File: config.mk
export PLATFORM = sky130hd
export DESIGN_NAME = fsl_security_top
export DESIGN_NICKNAME = d
export VERILOG_FILES = /design/src/core/fsl_pkg.sv /design/src/core/fsl_pins_if.sv /design/src/core/fsl_security_top.sv /design/src/core/fsl_sync.sv
export SDC_FILE = /design/constraint.sdc
export NUM_CORES = 1
export LEC_CHECK = 0
export BUFFER_PORTS_ARGS = -buffer_cell sky130_fd_sc_hd__buf_2
export CELL_PAD_IN_SITES_DETAIL_PLACEMENT = 0
export CELL_PAD_IN_SITES_GLOBAL_PLACEMENT = 1
export CORE_MARGIN = 2
export CORE_UTILIZATION = 38
export DETAILED_ROUTE_END_ITERATION = 6
export GPL_ROUTABILITY_DRIVEN = 0
export PLACE_DENSITY_LB_ADDON = 0.1
export REMOVE_ABC_BUFFERS = 1
export SYNTH_ARGS = -nofsm -noshare
export SYNTH_HDL_FRONTEND = slang
export SYNTH_SLANG_ARGS = --single-unit
File: constraint.sdc
create_clock -name clk_in -period 2.3 [get_ports clk_in]
set_clock_uncertainty 0.2 [all_clocks]
set_input_delay 0.115 -clock clk_in [delete_from_list [all_inputs] [get_ports clk_in]]
set_output_delay 0.115 -clock clk_in [all_outputs]
set_load 0.02 [all_outputs]
File: src/core/fsl_pkg.sv
// fsl_pkg: constants, types and state layout of the flash security block
// assumes one 50 MHz clock and a synchronous active-high reset
package fsl_pkg;

    localparam int          SYNC_STAGES   = 2;
    localparam int          BAUD_W        = 16;
    localparam int          ADDR_W        = 16;

    // programming-mode read map
    localparam logic [7:0]  ADDR_MAKER    = 8'h30;
    localparam logic [7:0]  ADDR_PART     = 8'h31;
    localparam logic [7:0]  ADDR_EXT      = 8'h60;
    localparam logic [7:0]  ADDR_OPTION   = 8'hfc;

    // option byte layout
    localparam int          OPT_WDT_BIT   = 3;
    localparam logic [7:0]  OPT_ERASED    = 8'hff;
    localparam logic [7:0]  OPT_UNDEF     = 8'hf7;
    localparam logic [7:0]  UNMAPPED_READ = 8'hff;

    // lock bits, 0 = programmed
    localparam int          LOCK_ONE      = 0;
    localparam int          LOCK_TWO      = 1;
    localparam int          LOCK_THREE    = 2;
    localparam logic [2:0]  LOCK_ERASED   = 3'h7;

    localparam logic [7:0]  BANK_DEFAULT  = 8'h00;
    localparam logic [BAUD_W-1:0] AB_MIN_COUNT = 16'h0004;

    typedef enum logic [1:0] {
        FSL_LVL1 = 2'h0,
        FSL_LVL2 = 2'h1,
        FSL_LVL3 = 2'h2,
        FSL_LVL4 = 2'h3
    } fsl_level_t;

    typedef enum logic [3:0] {
        FSL_CMD_NOP        = 4'h0,
        FSL_CMD_READ_ADDR  = 4'h1,
        FSL_CMD_VERIFY     = 4'h2,
        FSL_CMD_VERIFY_OPT = 4'h3,
        FSL_CMD_READ_LOCK  = 4'h4,
        FSL_CMD_PROG_CODE  = 4'h5,
        FSL_CMD_PROG_OPT   = 4'h6,
        FSL_CMD_ERASE_OPT  = 4'h7,
        FSL_CMD_PROG_LOCK  = 4'h8,
        FSL_CMD_MASS_ERASE = 4'h9
    } fsl_cmd_t;

    typedef enum logic [1:0] {
        FSL_AB_IDLE    = 2'b00,
        FSL_AB_WAIT    = 2'b01,
        FSL_AB_MEASURE = 2'b11,
        FSL_AB_DONE    = 2'b10
    } fsl_ab_t;

    typedef struct packed {
        logic [2:0]        lock;
        logic [7:0]        option;
        logic [7:0]        bank;
        logic              armed;
        logic              ext_latch;
        logic              loader;
        logic              parallel;
        logic              ack;
        logic              refused;
        logic [7:0]        rdata;
        logic              fvalid;
        fsl_cmd_t          fcmd;
        logic [ADDR_W-1:0] faddr;
        logic [7:0]        fwdata;
        fsl_ab_t           ab;
        logic [BAUD_W-1:0] ab_cnt;
        logic [BAUD_W-1:0] baud_div;
    } fsl_state_t;

endpackage : fsl_pkg

File: src/core/fsl_pins_if.sv
// fsl_pins_if: synchronised entry pins and serial receive line
// assumes the synchroniser drives it and the core only reads it
`timescale 1ns/100ps
interface fsl_pins_if;
    logic reset_pin;
    logic ext_access_n;
    logic store_strobe_n;
    logic rxd;

    modport sync_side (output reset_pin, output ext_access_n,
                       output store_strobe_n, output rxd);
    modport core_side (input reset_pin, input ext_access_n,
                       input store_strobe_n, input rxd);
endinterface : fsl_pins_if

File: src/core/fsl_security_top.sv
// fsl_security_top: lock levels, option byte, signatures, loader entry
// assumes flash array reads arrive combinationally for cmd_addr_in
// Function
// - level 1: no lock, encrypted verify if set
// - level 2: block external code reads of flash
// - level 2+: latch access pin at reset
// - level 2+: refuse code and option byte programming; lock programming and mass erase still allowed
// - level 3: no verify, block external SRAM reads
// - level 4: level 3 plus no external execution
// - option bit 3 sets watchdog power-on default
// - other option bits read back as one
// - option readable at FCh and verify-option
// - option byte erased and programmed alone
// - 30h, 31h, 60h return signature bytes
// - loader holds only while entry condition stays
// - loader redirects fetches to internal loader ROM
// - only mass erase resets bank select
// - loader programs flash and security from cmd_in
// - loader measures host baud rate automatically
// - lock state gates access, lock bits readable
// - access pin low fetches externally, high internally
// - loader issues internal flash commands from cmd_in
`timescale 1ns/100ps
module fsl_security_top #(
    parameter logic [7:0] MAKER_CODE = 8'h5a, // arbitrary value
    parameter logic [7:0] PART_CODE  = 8'h3c, // arbitrary value
    parameter logic [7:0] EXT_CODE   = 8'h07  // arbitrary value
) (
    input  wire logic                       clk_in,
    input  wire logic                       reset_in,
    input  wire logic                       reset_pin_in,
    input  wire logic                       external_access_pin_n_in,
    input  wire logic                       program_store_strobe_n_in,
    input  wire logic                       rxd0_in,
    input  wire logic                       cmd_valid_in,
    input  wire logic [3:0]                 cmd_in,
    input  wire logic [fsl_pkg::ADDR_W-1:0] cmd_addr_in,
    input  wire logic [7:0]                 cmd_data_in,
    input  wire logic [7:0]                 flash_rdata_in,
    input  wire logic [7:0]                 encrypt_byte_in,
    input  wire logic                       encrypt_set_in,
    input  wire logic                       code_read_instruction_ext_in,
    input  wire logic                       external_data_move_ext_in,
    output logic                            cmd_ack_out,
    output logic                            cmd_refused_out,
    output logic [7:0]                      cmd_rdata_out,
    output logic                            flash_cmd_valid_out,
    output logic [3:0]                      flash_cmd_out,
    output logic [fsl_pkg::ADDR_W-1:0]      flash_addr_out,
    output logic [7:0]                      flash_wdata_out,
    output logic [1:0]                      protect_level_out,
    output logic [2:0]                      lock_bits_out,
    output logic                            code_read_block_out,
    output logic                            sram_read_block_out,
    output logic                            fetch_external_out,
    output logic                            fetch_loader_rom_out,
    output logic                            loader_mode_out,
    output logic                            parallel_mode_out,
    output logic                            wdt_por_disable_out,
    output logic [7:0]                      bank_select_out,
    output logic [fsl_pkg::BAUD_W-1:0]      baud_div_out,
    output logic                            baud_locked_out
);

    fsl_pins_if pins ();

    fsl_sync u_sync (
        .clk_in  (clk_in),
        .pins_in ({rxd0_in, program_store_strobe_n_in,
                   external_access_pin_n_in, reset_pin_in}),
        .pins    (pins.sync_side)
    );

    fsl_pkg::fsl_state_t s_q;
    fsl_pkg::fsl_state_t s_d;
    fsl_pkg::fsl_level_t level;
    fsl_pkg::fsl_cmd_t   cmd;
    logic                loader_cond;
    logic                parallel_cond;
    logic                prog_active;
    logic                ext_access_eff;
    logic [7:0]          opt_view;

    assign cmd = fsl_pkg::fsl_cmd_t'(cmd_in);

    // higher lock bits dominate; lower ones are then don't care
    always_comb begin
        if (!s_q.lock[fsl_pkg::LOCK_THREE]) begin
            level = fsl_pkg::FSL_LVL4;
        end else if (!s_q.lock[fsl_pkg::LOCK_TWO]) begin
            level = fsl_pkg::FSL_LVL3;
        end else if (!s_q.lock[fsl_pkg::LOCK_ONE]) begin
            level = fsl_pkg::FSL_LVL2;
        end else begin
            level = fsl_pkg::FSL_LVL1;
        end
    end

    // entry condition is level-sensitive, so leaving it drops the mode
    assign loader_cond   = pins.reset_pin && !pins.ext_access_n
                           && !pins.store_strobe_n;
    assign parallel_cond = pins.reset_pin && pins.ext_access_n
                           && !pins.store_strobe_n;
    assign prog_active   = s_q.loader || s_q.parallel;

    assign ext_access_eff = (level >= fsl_pkg::FSL_LVL2) ?
                            s_q.ext_latch : pins.ext_access_n;

    assign opt_view = s_q.option | fsl_pkg::OPT_UNDEF;

    always_comb begin
        s_d          = s_q;
        s_d.ack      = 1'b0;
        s_d.refused  = 1'b0;
        s_d.fvalid   = 1'b0;
        s_d.loader   = loader_cond;
        s_d.parallel = parallel_cond;

        // first cycle after release catches the access pin
        if (!s_q.armed) begin
            s_d.armed     = 1'b1;
            s_d.ext_latch = pins.ext_access_n;
        end

        if (cmd_valid_in) begin
            s_d.ack   = 1'b1;
            s_d.rdata = 8'h00;
            if (!prog_active) begin
                s_d.refused = 1'b1;
            end else begin
                case (cmd)
                    fsl_pkg::FSL_CMD_READ_ADDR: begin
                        case (cmd_addr_in[7:0])
                            fsl_pkg::ADDR_MAKER:  s_d.rdata = MAKER_CODE;
                            fsl_pkg::ADDR_PART:   s_d.rdata = PART_CODE;
                            fsl_pkg::ADDR_EXT:    s_d.rdata = EXT_CODE;
                            fsl_pkg::ADDR_OPTION: s_d.rdata = opt_view;
                            default:              s_d.rdata = fsl_pkg::UNMAPPED_READ;
                        endcase
                    end
                    fsl_pkg::FSL_CMD_VERIFY: begin
                        if (level >= fsl_pkg::FSL_LVL3) begin
                            s_d.refused = 1'b1;
                        end else if (encrypt_set_in) begin
                            s_d.rdata = flash_rdata_in ^ encrypt_byte_in;
                        end else begin
                            s_d.rdata = flash_rdata_in;
                        end
                    end
                    fsl_pkg::FSL_CMD_VERIFY_OPT: begin
                        s_d.rdata = opt_view;
                    end
                    fsl_pkg::FSL_CMD_READ_LOCK: begin
                        s_d.rdata = {5'h00, s_q.lock};
                    end
                    fsl_pkg::FSL_CMD_PROG_CODE: begin
                        if (level >= fsl_pkg::FSL_LVL2) begin
                            s_d.refused = 1'b1;
                        end else begin
                            s_d.fvalid = 1'b1;
                            s_d.fcmd   = cmd;
                            s_d.faddr  = cmd_addr_in;
                            s_d.fwdata = cmd_data_in;
                        end
                    end
                    fsl_pkg::FSL_CMD_PROG_OPT: begin
                        if (level >= fsl_pkg::FSL_LVL2) begin
                            s_d.refused = 1'b1;
                        end else begin
                            // flash cells only clear bits until erased
                            s_d.option = s_q.option & cmd_data_in;
                        end
                    end
                    fsl_pkg::FSL_CMD_ERASE_OPT: begin
                        if (level >= fsl_pkg::FSL_LVL2) begin
                            s_d.refused = 1'b1;
                        end else begin
                            s_d.option = fsl_pkg::OPT_ERASED;
                        end
                    end
                    fsl_pkg::FSL_CMD_PROG_LOCK: begin
                        // raising protection is always allowed
                        s_d.lock = s_q.lock & cmd_data_in[2:0];
                    end
                    fsl_pkg::FSL_CMD_MASS_ERASE: begin
                        s_d.lock   = fsl_pkg::LOCK_ERASED;
                        s_d.bank   = fsl_pkg::BANK_DEFAULT;
                        s_d.fvalid = 1'b1;
                        s_d.fcmd   = cmd;
                        s_d.faddr  = '0;
                        s_d.fwdata = 8'hff;
                    end
                    default: begin
                        s_d.refused = 1'b1;
                    end
                endcase
            end
        end

        // auto-baud: width of first start bit gives cycles per bit
        if (!s_q.loader) begin
            s_d.ab = fsl_pkg::FSL_AB_IDLE;
        end else begin
            case (s_q.ab)
                fsl_pkg::FSL_AB_IDLE: begin
                    if (pins.rxd) begin
                        s_d.ab = fsl_pkg::FSL_AB_WAIT;
                    end
                end
                fsl_pkg::FSL_AB_WAIT: begin
                    if (!pins.rxd) begin
                        s_d.ab     = fsl_pkg::FSL_AB_MEASURE;
                        s_d.ab_cnt = {{(fsl_pkg::BAUD_W-1){1'b0}}, 1'b1};
                    end
                end
                fsl_pkg::FSL_AB_MEASURE: begin
                    if (!pins.rxd) begin
                        if (s_q.ab_cnt != '1) begin
                            s_d.ab_cnt = s_q.ab_cnt + 1'b1;
                        end
                    end else if (s_q.ab_cnt >= fsl_pkg::AB_MIN_COUNT) begin
                        s_d.baud_div = s_q.ab_cnt;
                        s_d.ab       = fsl_pkg::FSL_AB_DONE;
                    end else begin
                        // glitch, not a start bit
                        s_d.ab = fsl_pkg::FSL_AB_WAIT;
                    end
                end
                fsl_pkg::FSL_AB_DONE: begin
                    s_d.ab = fsl_pkg::FSL_AB_DONE;
                end
                default: begin
                    s_d.ab = fsl_pkg::FSL_AB_IDLE;
                end
            endcase
        end
    end

    // flash-held state starts erased: reset_in stands for a blank part
    always_ff @(posedge clk_in) begin
        if (reset_in) begin
            s_q          <= '0;
            s_q.lock     <= fsl_pkg::LOCK_ERASED;
            s_q.option   <= fsl_pkg::OPT_ERASED;
            s_q.bank     <= fsl_pkg::BANK_DEFAULT;
            s_q.ext_latch<= 1'b1;
            s_q.fcmd     <= fsl_pkg::FSL_CMD_NOP;
            s_q.ab       <= fsl_pkg::FSL_AB_IDLE;
        end else begin
            s_q <= s_d;
        end
    end

    assign cmd_ack_out          = s_q.ack;
    assign cmd_refused_out      = s_q.refused;
    assign cmd_rdata_out        = s_q.rdata;
    assign flash_cmd_valid_out  = s_q.fvalid;
    assign flash_cmd_out        = s_q.fcmd;
    assign flash_addr_out       = s_q.faddr;
    assign flash_wdata_out      = s_q.fwdata;
    assign protect_level_out    = level;
    assign lock_bits_out        = s_q.lock;
    assign code_read_block_out  = code_read_instruction_ext_in
                                  && (level >= fsl_pkg::FSL_LVL2);
    assign sram_read_block_out  = external_data_move_ext_in
                                  && (level >= fsl_pkg::FSL_LVL3);
    assign fetch_external_out   = !ext_access_eff && !s_q.loader
                                  && (level != fsl_pkg::FSL_LVL4);
    assign fetch_loader_rom_out = s_q.loader;
    assign loader_mode_out      = s_q.loader;
    assign parallel_mode_out    = s_q.parallel;
    assign wdt_por_disable_out  = s_q.option[fsl_pkg::OPT_WDT_BIT];
    assign bank_select_out      = s_q.bank;
    assign baud_div_out         = s_q.baud_div;
    assign baud_locked_out      = (s_q.ab == fsl_pkg::FSL_AB_DONE);
endmodule : fsl_security_top

File: src/core/fsl_sync.sv
// fsl_sync: two-stage synchroniser for the four asynchronous pins
// assumes pins may change at any time relative to clk_in
`timescale 1ns/100ps
module fsl_sync (
    input  wire logic       clk_in,
    input  wire logic [3:0] pins_in,
    fsl_pins_if.sync_side   pins
);
    // no reset: the chain must keep shifting while reset is held
    typedef struct packed {
        logic [3:0] meta;
        logic [3:0] stable;
    } fsl_sync_t;

    fsl_sync_t s_q;
    fsl_sync_t s_d;

    always_comb begin
        s_d.meta   = pins_in;
        s_d.stable = s_q.meta;
    end

    always_ff @(posedge clk_in) begin
        s_q <= s_d;
    end

    assign pins.reset_pin      = s_q.stable[0];
    assign pins.ext_access_n   = s_q.stable[1];
    assign pins.store_strobe_n = s_q.stable[2];
    assign pins.rxd            = s_q.stable[3];
endmodule : fsl_sync

After elaboration in Yosys (flattened, before gate mapping)

Index checks and enable logic that the tools add are counted.

Register bits after elaboration: 96
Input port bits: 54
Output and inout port bits: 76

Add/sub/neg operators: 1
Magnitude comparators: 3
Equal/unequal tests: 26
Muxes and demuxes: 28
Bitwise logic cells: 6
Reductions and logical operators: 29

Operators with widths:

| cell                                                                                 | count |
|---|---|
| 8-bit one-hot mux with 4 select lines                                                | 2 |
| 29-bit one-hot mux with 2 select lines                                               | 1 |
| 39-bit two-way mux                                                                   | 1 |
| 37-bit two-way mux                                                                   | 1 |
| 16-bit two-way mux                                                                   | 2 |
| 8-bit two-way mux                                                                    | 4 |
| 16-bit one-hot mux with 2 select lines                                               | 1 |
| 29-bit two-way mux                                                                   | 1 |
| 18-bit two-way mux                                                                   | 1 |
| 16-bit by 1-bit adder with 16-bit output, second input constant                      | 1 |
| 4-bit by 3-bit == test with 1-bit output, second input constant                      | 4 |
| 8-bit by 6-bit == test with 1-bit output, second input constant                      | 2 |
| 16-bit by 3-bit greater-or-equal comparator with 1-bit output, second input constant | 1 |
| 16-bit inequality test, second input constant                                        | 1 |
| 8-bit one-hot mux with 2 select lines                                                | 1 |
| 2-bit inequality test, second input constant                                         | 7 |
| 2-bit two-way mux                                                                    | 5 |
| 5-bit AND reduction                                                                  | 2 |
| 8-bit AND                                                                            | 1 |
| 4-bit by 2-bit == test with 1-bit output, second input constant                      | 2 |
| 4-bit == test, second input constant                                                 | 2 |
| 8-bit by 7-bit == test with 1-bit output, second input constant                      | 1 |
| 8-bit == test, second input constant                                                 | 1 |
| 1-bit logical AND                                                                    | 8 |
| other kinds (22)                                                                     | 40 |

Logic depth before layout (Yosys ltp)

Depth in word-level cells: 8
Mapped depth: 8
Gate-level depth less buffers: 6

Modules after synthesis

From an unflattened synthesis, not the netlist that was laid out.

Cell total of the unflattened synthesis: 540
Area total of the unflattened synthesis: 4,576.9 um^2

By module, submodules not included:

| module           | instances | cells each | area each (um^2) | seq. area each (um^2) |
|---|---|---|---|---|
| fsl_security_top | 1         | 532        | 4,416.7          | 1,621.6 |
| fsl_sync         | 1         | 8          | 160.2            | 160.2 |

Worst setup path after synthesis

No wires, ideal clock.

Path kind: register to register
Start point: register s_q (netlist bit fetch_loader_rom_out)
End point: register s_q[28] (netlist bit)
Library setup time: 128 ps
Arrival: 1,731 ps
Required time: 1,972 ps
Path slack: 241 ps
Cell stages (with the launch flop): 7
Path buffers: 1
Clock period less this slack: 2,059 ps
Cells stage by stage: dfxtp_1 > nand3b_2 > or4_1 > clkbuf_2 > nor3_1 > xnor2_1 > nor2_1

Cells in the longest elaborated chain, start to end: 1

RTL lines:

| element                       | line                   | source |
|---|---|---|
| from (decl)                   | fsl_security_top.sv:74 | `fsl_pkg::fsl_state_t s_q;` |
| 5-bit AND reduction (no line) | --                     |  |

No other way between the ends.
A chain may end at the register's enable or synchronous reset.

Final worst setup path

Start point: input port cmd_in[0]
End point: register s_q (netlist bit cmd_rdata_out[2])

Cells in the longest elaborated chain, start to end: 3
Elaborated cells on any way between the ends: 6
Classes of those cells: 4 x eq/ne; 2 x mux

RTL lines:

| element                                                          | line                    | source |
|---|---|---|
| from (decl)                                                      | fsl_security_top.sv:36  | `input wire logic [3:0] cmd_in,` |
| 4-bit by 3-bit == test with 1-bit output (tied with other cells) | fsl_security_top.sv:131 | `case (cmd)` |
| 8-bit one-hot mux with 4 select lines (*)                        | fsl_security_top.sv:131 |  |
| 37-bit two-way mux (*)                                           | fsl_security_top.sv:128 | `if (!prog_active) begin` |

Mark *: on every way between the ends. The rest lies on a longest branch, timed or not.

==> results_dict.tcl <==
set metrics [dict create \
    insertion_delay_ns 0.36 \
    ys_warn_count 0 \
    path_buf_inv 2 \
    ant_nets 0 \
    htree_levels 3 \
    synth_flop_cell "dfxtp_1" \
    cts.sinks 89 \
    critPathMaxFanout 9 \
    die_area_sq_um 12000 \
    tns_ns 0 \
    cts_tree "done" \
    crit_chain "dlygate4sd3_1 > buf_2 > nor4b_1 > nand3_2 > o211ai_1 > nor2_1 > a221oi_1" \
    io_buffers 121 \
    synth.avg_cell_area_sq_um 8.84 \
    cts-root-buf "clkbuf_8" \
    setup_viol 0 \
    ir_drop_uv 310 \
    rsz0062_at_grt "no" \
    synth_cells 480 \
    std_cell_rows 38 \
    grt_pass1_vias 3241 \
    fin_cells 729 \
    path_clk_slew_ns 0.10 \
    cts_buffers 9 \
    yosysSeqAreaShare 0.420 \
    dp.cells 680 \
    num_vias 3535 \
    utilization 0.474 \
    synth_seq_cells 89 \
    n_antenna_cell 0 \
    syn_area_sq_um 4240 \
    vias_per_cell 4.85 \
    synth_top_area_frac 0.420 \
    synth_cell_types 52 \
    routed_wl_mm 10.1 \
    period_minus_slack_ns 2.14 \
    min_path_type "primary input to flip-flop" \
    hold_ws_ns 0.0185 \
    firstDrtPassIters 4 \
    drive_gt1_frac 0.292 \
    dp_slack_ns 0.115 \
    final_cell_mix "buf_2 (121), dfxtp_1 (87), nor2_1 (57), nand2_1 (33), dlygate4sd3_1 (33)" \
    async_flop_share 0 \
    cp_slowest_stage_delay_ns 0.55 \
    cp.required_ns 2.35 \
    die_w_microns 110 \
    worstSetupPathType "primary input to flip-flop" \
    status "finished, final reports clean" \
    ios 130 \
    drt-wirelength-per-cell_microns 13.8 \
    synthTopCellsByArea "dfxtp_1 (42%), buf_4 (12%), nor2_1 (5.1%), mux2i_1 (4.2%), a22o_1 (3.3%)" \
    timing.final.crit_share 0.932 \
    drv_cap 0 \
    endpoint_kind "flip-flop" \
    final_common_cell "buf_2" \
    cp.arrival_ns 2.19 \
    crit_path_start "cmd_in[0]" \
    crit_family "simple AND/OR/NAND/NOR gates" \
    synth_edf_count 0 \
    core-area_sq_um 10900 \
    hold_viol 0 \
    yosysTopAreaCell "dfxtp_1" \
    reg2reg_slack_ns 0.17 \
    overflow 0 \
    fin_ws_ns 0.156 \
    max_slew_margin 0.499 \
    slowest_stage "nor4b_1" \
    r2r_cells 7 \
    worstSetupStartpointType "primary input" \
    slew_viol_final 0 \
    pwr_density_cell_nw_per_um2 565 \
    area_delta_synth_final_pct 21.7 \
    clockBufferDepth 2 \
    antenna_found_initial 0 \
    grt_max_degree 31 \
    max_freq_mhz 466 \
    n_fill_cell 1105 \
    drtIter0Drc 173 \
    r2r_start "lock_bits_out[1]$_SDFFE_PP1P_" \
    fp.dieH_microns 110 \
    dpl.hpwl_mm 7.37 \
    p_leak_nw 2.23 \
    drcViolationCount 0 \
    rr_endpoint "wdt_por_disable_out$_SDFFE_PP1P_" \
    crit_cells 7 \
    grt_pass1_wl_mm 16.2 \
    num-nets-final 640 \
    endpoint "cmd_rdata_out[2]$_SDFFE_PP0P_" \
    worst_pin_slew_ns 0.751 \
    start_util 0.390 \
    grt_usage 0.172 \
]
cell type report:
class / instances / area (sq um) / area share
multi-input combinational: 301 / 1880 / 0.364
sequential: 89 / 1780 / 0.346
timing repair buffer: 172 / 1070 / 0.207
tap: 140 / 175 / 0.0339
clock buffer: 10 / 138 / 0.0267
clock inverter: 6 / 72.6 / 0.0141
inverter: 11 / 41.3 / 0.00800
worst reg2reg max path, cell delays in order (launching register included):
cell and delay (ns):
dfxtp_1 0.34, buf_4 0.18, nand3_1 0.15, nor3_1 0.28, nand2_1 0.08, o21ai_0 0.13
dlygate4sd3_1 0.56, nand3_1 0.08
Yosys cell counts, types with 4 or more instances:
cell / number
dfxtp_1: 89
buf_4: 65
nor2_1: 58
nand2_1: 33
a21oi_1: 21
mux2i_1: 18
nor3_1: 17
a22o_1: 16
nand3_1: 15
clkbuf_1: 14
o21ai_0: 14
xnor2_1: 12
inv_1: 10
a211oi_1: 9
xor2_1: 9
nor4_2: 7
nand4_1: 6
and2_1: 5
buf_2: 5
nand2b_1: 5
and3_1: 4
nor4_1: 4
what timing repair did:
action / in CTS / in global routing
hold endpoints to repair: 35 / 0
hold buffers: 33 / 0
setup endpoints to repair: 0 / 19
setup buffers: 0 / 0
resized for setup: 0 / 5
sequential cells by signal, summed over array words and instances, names as in the netlist, 3 cells and up:
register	count
u_sync.s_d	4
s_q	20
flash_cmd_out	4
baud_div_out	16
flash_addr_out	16
cmd_rdata_out	8
flash_wdata_out	8
lock_bits_out	3
how the worst min path moves through the flow:
stage                                        start                             to  slack, ns  cells after the start
final                                    cmd_in[3]  lock_bits_out[0]$_SDFFE_PP1P_       0.02                      4
after global routing                     cmd_in[3]  lock_bits_out[1]$_SDFFE_PP1P_       0.06                      4
after CTS                                cmd_in[3]  lock_bits_out[0]$_SDFFE_PP1P_      0.005                      4
after detailed placement              reset_pin_in          u_sync.s_d[0]$_DFF_P_       0.02                      1
after global placement    external_access_pin_n_in          u_sync.s_d[1]$_DFF_P_       0.02                      1
after floorplan                       reset_pin_in          u_sync.s_d[0]$_DFF_P_      -0.06                      0
per-layer routing:
layer	track usage	up-vias	part of all wire
met1	0.241	1635	0.50
met2	0.268	87	0.44
met4	0.0461	0	0.0091
li1	-	1804	-
met5	0	-	0
met3	0.0368	9	0.053
power by group:
group / internal (W) / total, W / switching (W) / leakage [nW]
logic: 0.000110 / 0.000241 / 0.000131 / 1.40
clock network: 0.000544 / 0.00112 / 0.000572 / 0.103
registers: 0.00155 / 0.00156 / 0.00000725 / 0.722
cells by family after synthesis:
kind of cell	count (synthesis)	synth area share
AND/OR/NAND/NOR	172	0.213
multiplexers	18	0.0425
AO/OA/AOI/OAI	80	0.127
other	1	0.000884
flip-flops	89	0.420
buffers and inverters	97	0.147
adder cells (fa/ha/maj)	2	0.00590
XOR/XNOR	21	0.0434
stage by stage:
| step | total power [W] | cell area [sq um] |
|---|---|---|
| global route | 0.00305 | 5160 |
| finish | 0.00292 | 5160 |
| global placement | 0.00179 | 4600 |
| floorplan | 0.00169 | 3690 |
| CTS | 0.00298 | 5140 |
| detailed placement | 0.00180 | 4600 |
Note: power is estimated with default switching activity, not from simulation.
